File: config.mk
export PLATFORM = sky130hd
export DESIGN_NAME = acc_ctrl
export DESIGN_NICKNAME = d
export VERILOG_FILES = /design/src/rtl/acc_pkg.sv /design/src/rtl/acc_ctrl.sv /design/src/rtl/acc_sync.sv
export VERILOG_INCLUDE_DIRS = /design/src /design/src/rtl
export SDC_FILE = /design/constraint.sdc
export NUM_CORES = 1
export LEC_CHECK = 0
export ABC_AREA = 1
export BUFFER_PORTS_ARGS = -buffer_cell sky130_fd_sc_hd__buf_2
export CAP_MARGIN = 20
export CELL_PAD_IN_SITES_DETAIL_PLACEMENT = 0
export CELL_PAD_IN_SITES_GLOBAL_PLACEMENT = 1
export CORE_MARGIN = 2
export CORE_UTILIZATION = 48
export DETAILED_ROUTE_END_ITERATION = 6
export PLACE_DENSITY = 0.78
export REMOVE_ABC_BUFFERS = 1
export SLEW_MARGIN = 20
export SYNTH_ARGS = -nofsm -noshare
export SYNTH_HDL_FRONTEND = slang
export SYNTH_SLANG_ARGS = --single-unit
File: constraint.sdc
create_clock -name REF_CLK_I -period 2.4 [get_ports REF_CLK_I]
set_input_delay 0.36 -clock REF_CLK_I [delete_from_list [all_inputs] [get_ports REF_CLK_I]]
set_output_delay 0.36 -clock REF_CLK_I [all_outputs]
set_load 0.05 [all_outputs]
File: src/rtl/acc_regs.svh
// timing constants and command codes of the conversion control block
// How it works
// RULE1: stalled serial clock auto-resets interface after timeout
// RULE2: host keeps serial clock above 1 kHz
// RULE3: chip select high resets the serial interface
// RULE4: data-in captured on serial clock falling edge
// RULE5: host holds reset low four clock periods
// RULE6: host keeps start phases four periods each
// RULE7: stop within 100 periods cancels next conversion
// RULE8: stop after 150 periods lets next conversion run
// RULE9: done flag stays high at least 16 periods
// RULE10: wait 512 periods after reset before converting
// RULE11: done flag rises within two periods of start
// RULE12: pin carries done flag outside a command
// RULE13: timeout count restarts on edges and chip select
`ifndef ACC_REGS_SVH
`define ACC_REGS_SVH
// master-clock periods for a stalled serial clock to reset the interface
`define ACC_TIMEOUT_CYC 65540
// stop-request window after the done flag falls, in master-clock periods
`define ACC_STOP_WIN 100
// synchroniser and output-register delay of a stop, added to the window
`define ACC_SYNC_LAT 4
// synchroniser reset image: chip select high, every other pin low
`define ACC_PIN_RST 7'h20
// earliest stop-request that must still let the next conversion run
`define ACC_CONT_MIN 150
// least high time of the done flag
`define ACC_DONE_HIGH_MIN 16
// settle time after a reset before the first conversion
`define ACC_SETTLE_CYC 512
// most periods from start request to done flag high
`define ACC_START_LAT 2
// conversion length in master-clock periods, never below the high minimum
`define ACC_CONV_CYC 64
// frame layout
`define ACC_CMD_BITS 8
`define ACC_DATA_BITS 24
// command opcodes, values arbitrary
`define ACC_OP_START 8'h08
`define ACC_OP_STOP 8'h0a
`define ACC_OP_RESET 8'h06
`define ACC_OP_READ 8'h12
`endif

File: src/rtl/acc_pkg.sv
// types shared by the conversion control block
package acc_pkg;
  // pins that arrive from the host, grouped for synchronising
  typedef struct packed {
    logic sclk;
    logic cs_n;
    logic din;
    logic rst_n;
    logic start;
    logic to_en;
    logic cont;
  } acc_pins_t;
  // conversion sequencer states
  typedef enum logic [1:0] {ST_SETTLE, ST_IDLE, ST_CONV, ST_WINDOW} acc_state_t;
endpackage

File: src/rtl/acc_ctrl.sv
// serial interface and conversion sequencer of the converter control side
`include "acc_regs.svh"
module acc_ctrl import acc_pkg::*; #(
  parameter int TIMEOUT_CYC = `ACC_TIMEOUT_CYC,
  parameter int CONV_CYC = `ACC_CONV_CYC
) (
  input wire logic REF_CLK_I,
  input wire logic NRST_I,
  input wire logic SCLK_I,
  input wire logic CS_N_I,
  input wire logic DIN_I,
  input wire logic RESET_N_I,
  input wire logic START_I,
  input wire logic TIMEOUT_EN_I,
  input wire logic CONT_MODE_I,
  output logic DOUT_DONE_O,
  output logic DOUT_DONE_OE_N_O,
  output logic DONE_FLAG_O
);
  localparam int TW = $clog2(TIMEOUT_CYC + 1);
  localparam int CW = $clog2(CONV_CYC + 1);

  ////////////////////////////////////////////////////////////////////////////
  // pin synchronisers
  acc_pins_t pins_raw; // raw host pins
  acc_pins_t ser;      // synchronised copy
  assign pins_raw = '{sclk: SCLK_I, cs_n: CS_N_I, din: DIN_I, rst_n: RESET_N_I,
                      start: START_I, to_en: TIMEOUT_EN_I, cont: CONT_MODE_I};

  acc_sync #(.W($bits(acc_pins_t)), .RST_VAL(`ACC_PIN_RST)) u_sync (
    .clk_i(REF_CLK_I),
    .rst_n_i(NRST_I),
    .d_i(pins_raw),
    .q_o(ser)
  );

  ////////////////////////////////////////////////////////////////////////////
  // serial interface
  logic sclk_q;          // previous synced serial clock
  logic start_q;         // previous synced start pin
  logic [5:0] bit_cnt;   // bits seen in this frame
  logic [7:0] cmd_sh;    // command shift register
  logic [23:0] out_sh;   // read data shift register
  logic dout_bit;        // data bit on the pin during a read
  logic in_cmd;          // between first rise and last fall of a frame
  logic rd_mode;         // data phase of a read command
  logic [TW-1:0] to_cnt; // cycles since the last serial clock edge
  logic [23:0] result;   // latest conversion result

  wire sclk_rise = ser.sclk & ~sclk_q;
  wire sclk_fall = ~ser.sclk & sclk_q;
  wire sclk_edge = sclk_rise | sclk_fall;
  wire timeout_hit = ser.to_en && !ser.cs_n && (to_cnt == TW'(TIMEOUT_CYC - 1));
  // chip select high or a stalled clock drops the frame
  wire iface_rst = ser.cs_n | timeout_hit;
  wire [7:0] cmd_byte = {cmd_sh[6:0], ser.din};
  wire cmd_done = !iface_rst && sclk_fall && in_cmd && !rd_mode
                  && (bit_cnt == 6'(`ACC_CMD_BITS - 1));
  wire last_data = sclk_fall && rd_mode
                   && (bit_cnt == 6'(`ACC_CMD_BITS + `ACC_DATA_BITS - 1));
  wire cmd_start = cmd_done && (cmd_byte == `ACC_OP_START);
  wire cmd_stop = cmd_done && (cmd_byte == `ACC_OP_STOP);
  wire cmd_reset = cmd_done && (cmd_byte == `ACC_OP_RESET);
  wire cmd_read = cmd_done && (cmd_byte == `ACC_OP_READ);

  // time-out counter, counts only a stall inside chip select
  always_ff @(posedge REF_CLK_I or negedge NRST_I) begin
    if (!NRST_I) begin
      to_cnt <= '0;
    // RULE13: restart on edges, cs
    end else if (ser.cs_n || sclk_edge || timeout_hit) begin
      to_cnt <= '0;
    end else begin
      to_cnt <= to_cnt + TW'(1);
    end
  end

  // frame tracking, command capture and data shifting
  always_ff @(posedge REF_CLK_I or negedge NRST_I) begin
    if (!NRST_I) begin
      sclk_q <= 1'b0;
      bit_cnt <= '0;
      cmd_sh <= '0;
      out_sh <= '0;
      dout_bit <= 1'b0;
      in_cmd <= 1'b0;
      rd_mode <= 1'b0;
    end else begin
      sclk_q <= ser.sclk;
      // RULE1: stall and RULE3: cs reset
      if (iface_rst) begin
        bit_cnt <= '0;
        in_cmd <= 1'b0;
        rd_mode <= 1'b0;
      end else if (sclk_rise) begin
        in_cmd <= 1'b1;           // first rise opens the frame
        if (rd_mode) begin
          dout_bit <= out_sh[23];
          out_sh <= {out_sh[22:0], 1'b0};
        end
      end else if (sclk_fall && in_cmd) begin
        // RULE4: capture on falling edge
        cmd_sh <= cmd_byte;
        bit_cnt <= bit_cnt + 6'h01;
        if (cmd_read) begin
          rd_mode <= 1'b1;
          out_sh <= result;
        end else if (cmd_done || last_data) begin
          in_cmd <= 1'b0;         // last fall closes the frame
          rd_mode <= 1'b0;
          bit_cnt <= '0;
        end
      end
    end
  end

  ////////////////////////////////////////////////////////////////////////////
  // conversion sequencer
  acc_state_t state;      // sequencer state
  logic [9:0] settle_cnt; // cycles since reset release
  logic [CW-1:0] conv_cnt;// cycles into the conversion
  logic [7:0] win_cnt;    // cycles since done flag fell
  logic done_flag;        // high while busy, low when data ready
  logic run_by_pin;       // run was started by the start pin
  logic stop_pend;        // stop seen during a conversion

  wire soft_rst = !ser.rst_n || cmd_reset;
  wire settled = (settle_cnt == 10'(`ACC_SETTLE_CYC));
  wire start_rise = ser.start & ~start_q;
  wire start_req = start_rise || cmd_start;
  // a pin-started run is stopped by the pin going low
  wire stop_lvl = cmd_stop || (run_by_pin && !ser.start) || !ser.cont;
  wire conv_end = (conv_cnt == CW'(CONV_CYC - 1));
  // window stretched by the pin latency, so a stop at the window's far edge still cancels
  wire win_end = (win_cnt == 8'(`ACC_STOP_WIN + `ACC_SYNC_LAT - 1));

  // sequencer: settle, idle, convert, stop window
  always_ff @(posedge REF_CLK_I or negedge NRST_I) begin
    if (!NRST_I) begin
      state <= ST_SETTLE;
      settle_cnt <= '0;
      conv_cnt <= '0;
      win_cnt <= '0;
      done_flag <= 1'b1;
      run_by_pin <= 1'b0;
      stop_pend <= 1'b0;
      start_q <= 1'b0;
      result <= '0;
    end else begin
      start_q <= ser.start;
      if (soft_rst) begin
        state <= ST_SETTLE;
        settle_cnt <= '0;
        done_flag <= 1'b1;
      end else begin
        case (state)
          // RULE10: settle before converting
          ST_SETTLE: begin
            if (settled) begin
              state <= ST_IDLE;
            end else begin
              settle_cnt <= settle_cnt + 10'h001;
            end
          end
          ST_IDLE: begin
            // RULE11: flag rises next edge
            if (start_req) begin
              state <= ST_CONV;
              done_flag <= 1'b1;
              conv_cnt <= '0;
              stop_pend <= 1'b0;
              run_by_pin <= start_rise;
            end
          end
          ST_CONV: begin
            conv_cnt <= conv_cnt + CW'(1);
            if (stop_lvl) begin
              stop_pend <= 1'b1;
            end
            // RULE9: high for the whole conversion
            if (conv_end) begin
              done_flag <= 1'b0;
              result <= result + 24'h000001;
              win_cnt <= '0;
              state <= (ser.cont && !stop_pend && !stop_lvl) ? ST_WINDOW : ST_IDLE;
            end
          end
          ST_WINDOW: begin
            win_cnt <= win_cnt + 8'h01;
            // RULE7: early stop cancels
            if (stop_lvl) begin
              state <= ST_IDLE;
            // RULE8: window closed, next runs
            end else if (win_end) begin
              state <= ST_CONV;
              done_flag <= 1'b1;
              conv_cnt <= '0;
              stop_pend <= 1'b0;
            end
          end
          default: state <= ST_SETTLE;
        endcase
      end
    end
  end

  ////////////////////////////////////////////////////////////////////////////
  // output pin
  always_ff @(posedge REF_CLK_I or negedge NRST_I) begin
    if (!NRST_I) begin
      DOUT_DONE_O <= 1'b1;
      DOUT_DONE_OE_N_O <= 1'b1;
      DONE_FLAG_O <= 1'b1;
    end else begin
      // RULE12: done flag outside a frame
      DOUT_DONE_O <= in_cmd ? dout_bit : done_flag;
      DOUT_DONE_OE_N_O <= ser.cs_n;
      DONE_FLAG_O <= done_flag;
    end
  end

  ////////////////////////////////////////////////////////////////////////////
  // checks
  logic [5:0] hi_cnt;  // consecutive flag-high cycles, saturating
  logic [9:0] idle_cnt;// cycles since soft reset, saturating
  always_ff @(posedge REF_CLK_I or negedge NRST_I) begin
    if (!NRST_I) begin
      hi_cnt <= '0;
      idle_cnt <= '0;
    end else begin
      hi_cnt <= !done_flag ? '0 : (&hi_cnt ? hi_cnt : hi_cnt + 6'h01);
      idle_cnt <= soft_rst ? '0 : (&idle_cnt ? idle_cnt : idle_cnt + 10'h001);
    end
  end
endmodule

File: src/rtl/acc_sync.sv
// two-stage synchroniser for host pins
module acc_sync #(
  parameter int W = 1,
  parameter logic [W-1:0] RST_VAL = '0
) (
  input wire logic clk_i,
  input wire logic rst_n_i,
  input wire logic [W-1:0] d_i,
  output logic [W-1:0] q_o
);
  logic [W-1:0] meta; // first stage, read only by q_o

  // plain two-flop chain, constant reset value
  always_ff @(posedge clk_i or negedge rst_n_i) begin
    if (!rst_n_i) begin
      meta <= RST_VAL;
      q_o <= RST_VAL;
    end else begin
      meta <= d_i;
      q_o <= meta;
    end
  end
endmodule

Word level (Yosys, flattened, before mapping)
Index checks and enable logic that the tools add are counted.

cells by class
  add/subtract/negate cells = 6
  eq/ne operators = 28
  muxes and demuxes = 48
  bitwise logic cells = 11
  reductions and logical operators = 56

operators with widths
  operator                                                          count
  24-bit 2-to-1 mux                                                 4
  10-bit 2-to-1 mux                                                 3
  6-bit 2-to-1 mux                                                  5
  24-bit by 1-bit adder with 24-bit output (second input constant)  1
  7-bit 2-to-1 mux                                                  3
  7-bit case mux with 3 select lines                                1
  3-bit AND reduction                                               7
  1-bit 2-to-1 mux                                                  19
  3-bit inequality test (second input constant)                     6
  17-bit by 1-bit adder with 17-bit output (second input constant)  1
  17-bit == test (second input constant)                            1
  17-bit 2-to-1 mux                                                 1
  8-bit by 4-bit == test with 1-bit output (second input constant)  2
  1-bit logical AND                                                 16
  8-bit case mux with 2 select lines                                1
  2-bit 2-to-1 mux                                                  7
  2-bit inequality test (second input constant)                     7
  3-bit nonzero test                                                4
  10-bit by 1-bit adder with 10-bit output (second input constant)  1
  10-bit == test (second input constant)                            1
  5-bit AND reduction                                               2
  2-bit nonzero test                                                5
  8-bit by 1-bit adder with 8-bit output (second input constant)    1
  8-bit by 3-bit == test with 1-bit output (second input constant)  1
  other kinds (24)                                                  49

word-level totals
  register bits after elaboration = 130
  input bits = 9
  output and inout port bits = 3

Depth between registers and ports, before layout
  depth after elaboration = 18
  gate-level depth with buffers = 16
  gate-level depth less buffers = 15

Modules after synthesis
A second synthesis with hierarchy kept.

unflattened totals
  cell total of the unflattened synthesis = 789
  area total of the unflattened synthesis = 6663.9 µm²

modules (own cells, without submodules)
  module    times used  cells an instance  area an instance (µm²)  seq. area each (µm²)
  acc_ctrl  1           775                6311.1                  2907.8
  acc_sync  1           14                 352.8                   352.8

Worst setup path before layout
OpenSTA, ideal clock, no wires.

  kind = reg-to-reg
  from = register to_cnt[0]
  to = register out_sh[15]
  arrival = 1657 ps
  required time = 2267 ps
  slack = 611 ps
  cell stages (with the launch flop) = 15
  buffers on the path = 1
  period minus slack after synthesis = 1789 ps
  cells stage by stage = dfrtp_1 ha_1 nand2_1 inv_1 nand2_1 nor2_1 nand3_2 nand2_2 inv_2 nand2_2 nor2_2 nand2_2 nand2_2 clkbuf_1 o21ai_1

on the way
  word-level cells in the longest chain between the ends = 11

ends and longest elaborated chain
  what                             line             RTL
  from (decl)                      acc_ctrl.sv:47   logic [TW-1:0] to_cnt;
  from (signal assigned)           acc_ctrl.sv:74   to_cnt <= to_cnt + TW'(1);
  17-bit == test *                 acc_ctrl.sv:53   wire timeout_hit = ser.to_en && !ser.cs_n && (to_cnt == TW'(TIMEOUT_CYC - 1));
  1-bit logical AND *              acc_ctrl.sv:53
  1-bit OR *                       acc_ctrl.sv:55   wire iface_rst = ser.cs_n | timeout_hit;
  1-bit zero test                  acc_ctrl.sv:57   wire cmd_done = !iface_rst && sclk_fall && in_cmd && !rd_mode
  1-bit logical AND (4 in a row)   acc_ctrl.sv:57
  1-bit logical AND                acc_ctrl.sv:64   wire cmd_read = cmd_done && (cmd_byte == `ACC_OP_READ);
  2-bit nonzero test (no line)     n/a
  4-bit AND reduction (no line) *  n/a
  to (signal assigned)             acc_ctrl.sv:99   out_sh <= {out_sh[22:0], 1'b0};
  to (signal assigned)             acc_ctrl.sv:107  out_sh <= result;
  to (decl)                        acc_ctrl.sv:43   logic [23:0] out_sh;

Every way passes the cells marked *; elsewhere a longest branch is shown, timed or not.
A chain may end at the register's enable or synchronous reset.

Worst setup path after layout
  from = register bit_cnt[0]
  to = register result[9]

on the way
  word-level cells in the longest chain between the ends = 6

ends and longest elaborated chain
  what                                      line             RTL
  from (decl)                               acc_ctrl.sv:41   logic [5:0] bit_cnt;
  from (signal assigned)                    acc_ctrl.sv:104  bit_cnt <= bit_cnt + 6'h01;
  6-bit by 3-bit == test with 1-bit output  acc_ctrl.sv:58   && (bit_cnt == 6'(`ACC_CMD_BITS - 1));
  1-bit logical AND                         acc_ctrl.sv:57
  1-bit logical AND                         acc_ctrl.sv:63   wire cmd_reset = cmd_done && (cmd_byte == `ACC_OP_RESET);
  1-bit logical OR                          acc_ctrl.sv:127  wire soft_rst = !ser.rst_n || cmd_reset;
  1-bit inverter (no line)                  n/a
  3-bit AND reduction (no line)             n/a
  to (signal assigned)                      acc_ctrl.sv:183  result <= result + 24'h000001;
  to (decl)                                 acc_ctrl.sv:48   logic [23:0] result;

Every way passes these cells.

==> qor.csv <==
metric;value;unit
Worst Tran Pin Value;552;ps
Comb power frac;11.8;%
Synth Instances;791;
yosys warns;0;
antenna-violating nets left;0;
area share of the largest cell type after synthesis;46.2;%
nature of the critical path startpoint;flop;
Filler Cell Count;1260;
Netlist cell types;44;
period utilisation layout;88.2;%
antenna violations before repair;0;
H-tree levels;4;
synth cell count leaders;nand2_1 (171), dfrtp_1 (124), inv_1 (106);
die area;0.0150;mm^2
Worst-path clk slew;60;ps
Internal Power;4.52;mW
skew final;9.44;ps
first-pass GRT wire length;22900;um
antenna cells;0;
CTS tree;done;
Top FF cell, synth;dfrtp_1;
delay of the slowest cell on the worst path;400;ps
# rows;43;
number of flops mapped to enable cells by yosys;0;
largest net degree at the start of global routing;60;
Arrival @ worst endpoint;2460;ps
post-synthesis sequential area ratio;48.5;%
Area Overhead vs Synth;13.9;%
crit path buf inv count;3;
Longest Clk Path Bufs;2;
clock group share of total power;48.7;%
Slowest-stage cell, CP;dfrtp_1;
Yosys top cell by area;dfrtp_1;
Top Family by Delay on Critical Path;simple AND/OR/NAND/NOR gates;
r2r worst-path depth;12;
Total GRT Usage;19.5;%
count leader, synth;nand2_1;
Final Hold Vio Count;0;
DRC;0;
outcome;finished, final reports clean;
Clock Latency Late Sink;420;ps
RSZ-0062 raised after global routing;false;
Lkg Pwr;3.43;nW
slew margin rel.;63.2;%
synth top area cells;dfrtp_1 (46%), nand2_1 (9.5%), inv_1 (5.9%);
critical path launch point;bit_cnt[0];
Hold Crit Class;input pin to flop;
Die X;122;um
power density over the cells;789;mW/mm^2
Psw;1.52;mW
Final Critical Period;2120;ps
# setup viols final;0;
Pins Over Slew Limit;0;
TritonCTS buffer count;17;
worst r2r src;bit_cnt[0];
port buffer count;11;
Reg power frac;39.6;%
WP data required;2740;ps
r2r setup slk;280;ps
post-layout power;6.04;mW
crit path cell chain;ha_1, nand2_1, clkinv_1, nand3_2, nor2_4, nand4_2, nand2_4, inv_6, nand3_4, buf_4, nor2_2, xor2_1;
Post-Route Setup TNS;0;ps
DR pass1 iterations;5;
WP depth;12;
clock root buffer;clkbuf_16;
CP endpoint kind;flop;
post-layout util;55.6;%
share of layout cells above drive strength 1;13.6;%
vias in the first global route;4958;
Mean Syn Cell Area;8.50;um^2
Worst Setup EP;result[9];
Initial Utilization;48.8;%
clock sinks;130;
worst-path fanout max;12;
Post-CTS Setup Bufs;0;
Final Instance Area;0.00766;mm^2
WL per Instance;13.1;um
nets;832;
Reg-to-Reg End;result[9];
sw frac;25.2;%
core area;0.0138;mm^2
final WL;13200;um
crit path kind;flop to flop;
Max VDD drop;640;uV
total number of vias;5076;
total of max-cap violations;0;
GP Congestion;0.913;
Vias/cell;5.06;
DRT iter0 DRCs;308;
Synth Cell Area;0.00672;mm^2
IO Pins;12;
Max Clk Rate;0.472;GHz
register bit total from synthesis;130;
grt ovf;0;
post-DP HPWL;9230;um
Post-Place Cell Area;0.00696;mm^2
die height;122;um
post-synthesis async set-or-reset flop share;100;%
hold path startpoint;TIMEOUT_EN_I;
## flip-flops by register name (all words and copies together), names as in the netlist, 2 cells and up
| register | flops |
|---|---|
| state | 2 |
| settle_cnt | 10 |
| conv_cnt | 7 |
| result | 24 |
| u_sync.meta | 7 |
| out_sh | 24 |
| u_sync.q_o | 7 |
| cmd_sh | 7 |
| win_cnt | 8 |
| bit_cnt | 6 |
| to_cnt | 17 |
## how the worst min path moves through the flow
| stage | end | slack [ps] | cells past startpoint |
|---|---|---|---|
| floorplan | bit_cnt[0] | 60 | 0 |
| global placement | u_sync.q_o[1] | 330 | 0 |
| detailed placement | u_sync.q_o[2] | 330 | 0 |
| CTS | u_sync.meta[1] | 30 | 1 |
| global route | u_sync.meta[4] | 30 | 1 |
| finish | u_sync.meta[1] | 50 | 1 |
## power groups by stage
stage	sequential [mW]	combinational, mW	clock [mW]
finish	2.39	0.712	2.94
global route	2.40	0.823	3.10
CTS	2.39	0.723	2.99
detailed placement	2.43	0.715	0
global placement	2.42	0.704	0
floorplan	2.43	0.489	0
## area by class of cell
cell class | count | area [um^2] | share of cell area, %
inverter | 111 | 424 | 5.54
sequential | 130 | 3260 | 42.6
timing repair buffer | 20 | 156 | 2.04
clock buffer | 23 | 508 | 6.63
multi-input combinational | 530 | 2910 | 38.0
clock inverter | 9 | 173 | 2.25
tap | 180 | 225 | 2.94
## placed cells by master, fill, tap and decap left out, types with 2 or more instances in the layout
master and n:
inv_1 106, nand4_1 23, dfstp_2 6, o31ai_1 4, o21ai_1 22, nand3_2 3
a211oi_1 2, xor2_1 32, xnor2_1 7, a21oi_1 12, buf_4 6, nor3b_1 3
dfrtp_1 124, nor2_1 70, nor4_1 6, clkinv_2 3, o211ai_1 9, ha_1 12
inv_2 2, o21ai_2 10, buf_2 10, nor2_2 9, bufinv_16 5, nand3_1 37
clkbuf_8 6, nand2_1 171, o21ai_0 44, nor3_1 20, nand2_2 5, or2_2 3
buf_12 2, o211ai_2 15, clkbuf_16 17
## worst register-to-register path, cell delays in order (launching register included)
cell and delay [ps]:
dfrtp_1 400, ha_1 230, nand2_1 90, clkinv_1 110, nand3_2 100, nor2_4 50
nand4_2 120, nand2_4 120, inv_6 120, nand3_4 190, buf_4 260, nor2_2 90
xor2_1 150
## repair_timing
item	in CTS	in global routing
resized for setup	0	2
hold buffers	1	0
endpoints found under the hold margin	50	0
setup endpoints to repair	0	3
## metrics by stage
stage,hold slack (ps),cells,worst slack [ps]
finish,46.8,1003,284
global route,26.5,1003,1.65
CTS,30.2,1003,234
detailed placement,335,970,226
global placement,332,970,332
floorplan,64.4,771,-488
## layer usage
metal  up-vias  share of wire (%)  track usage (%)
li1       2607                  -                -
met1      2373                 49             25.6
met3        21                3.4             5.48
met4         0                1.5             6.90
met2        75                 47             31.0
met5         -                  0                0
## cells by family after synthesis
kind of cell,share of synthesized area (%)
simple gates,23.8
compound gates,11.9
xor+xnor,5.08
buf+inv,8.23
flops,48.5
fa+ha+maj,2.42
Power figures use the tool's default switching activity.
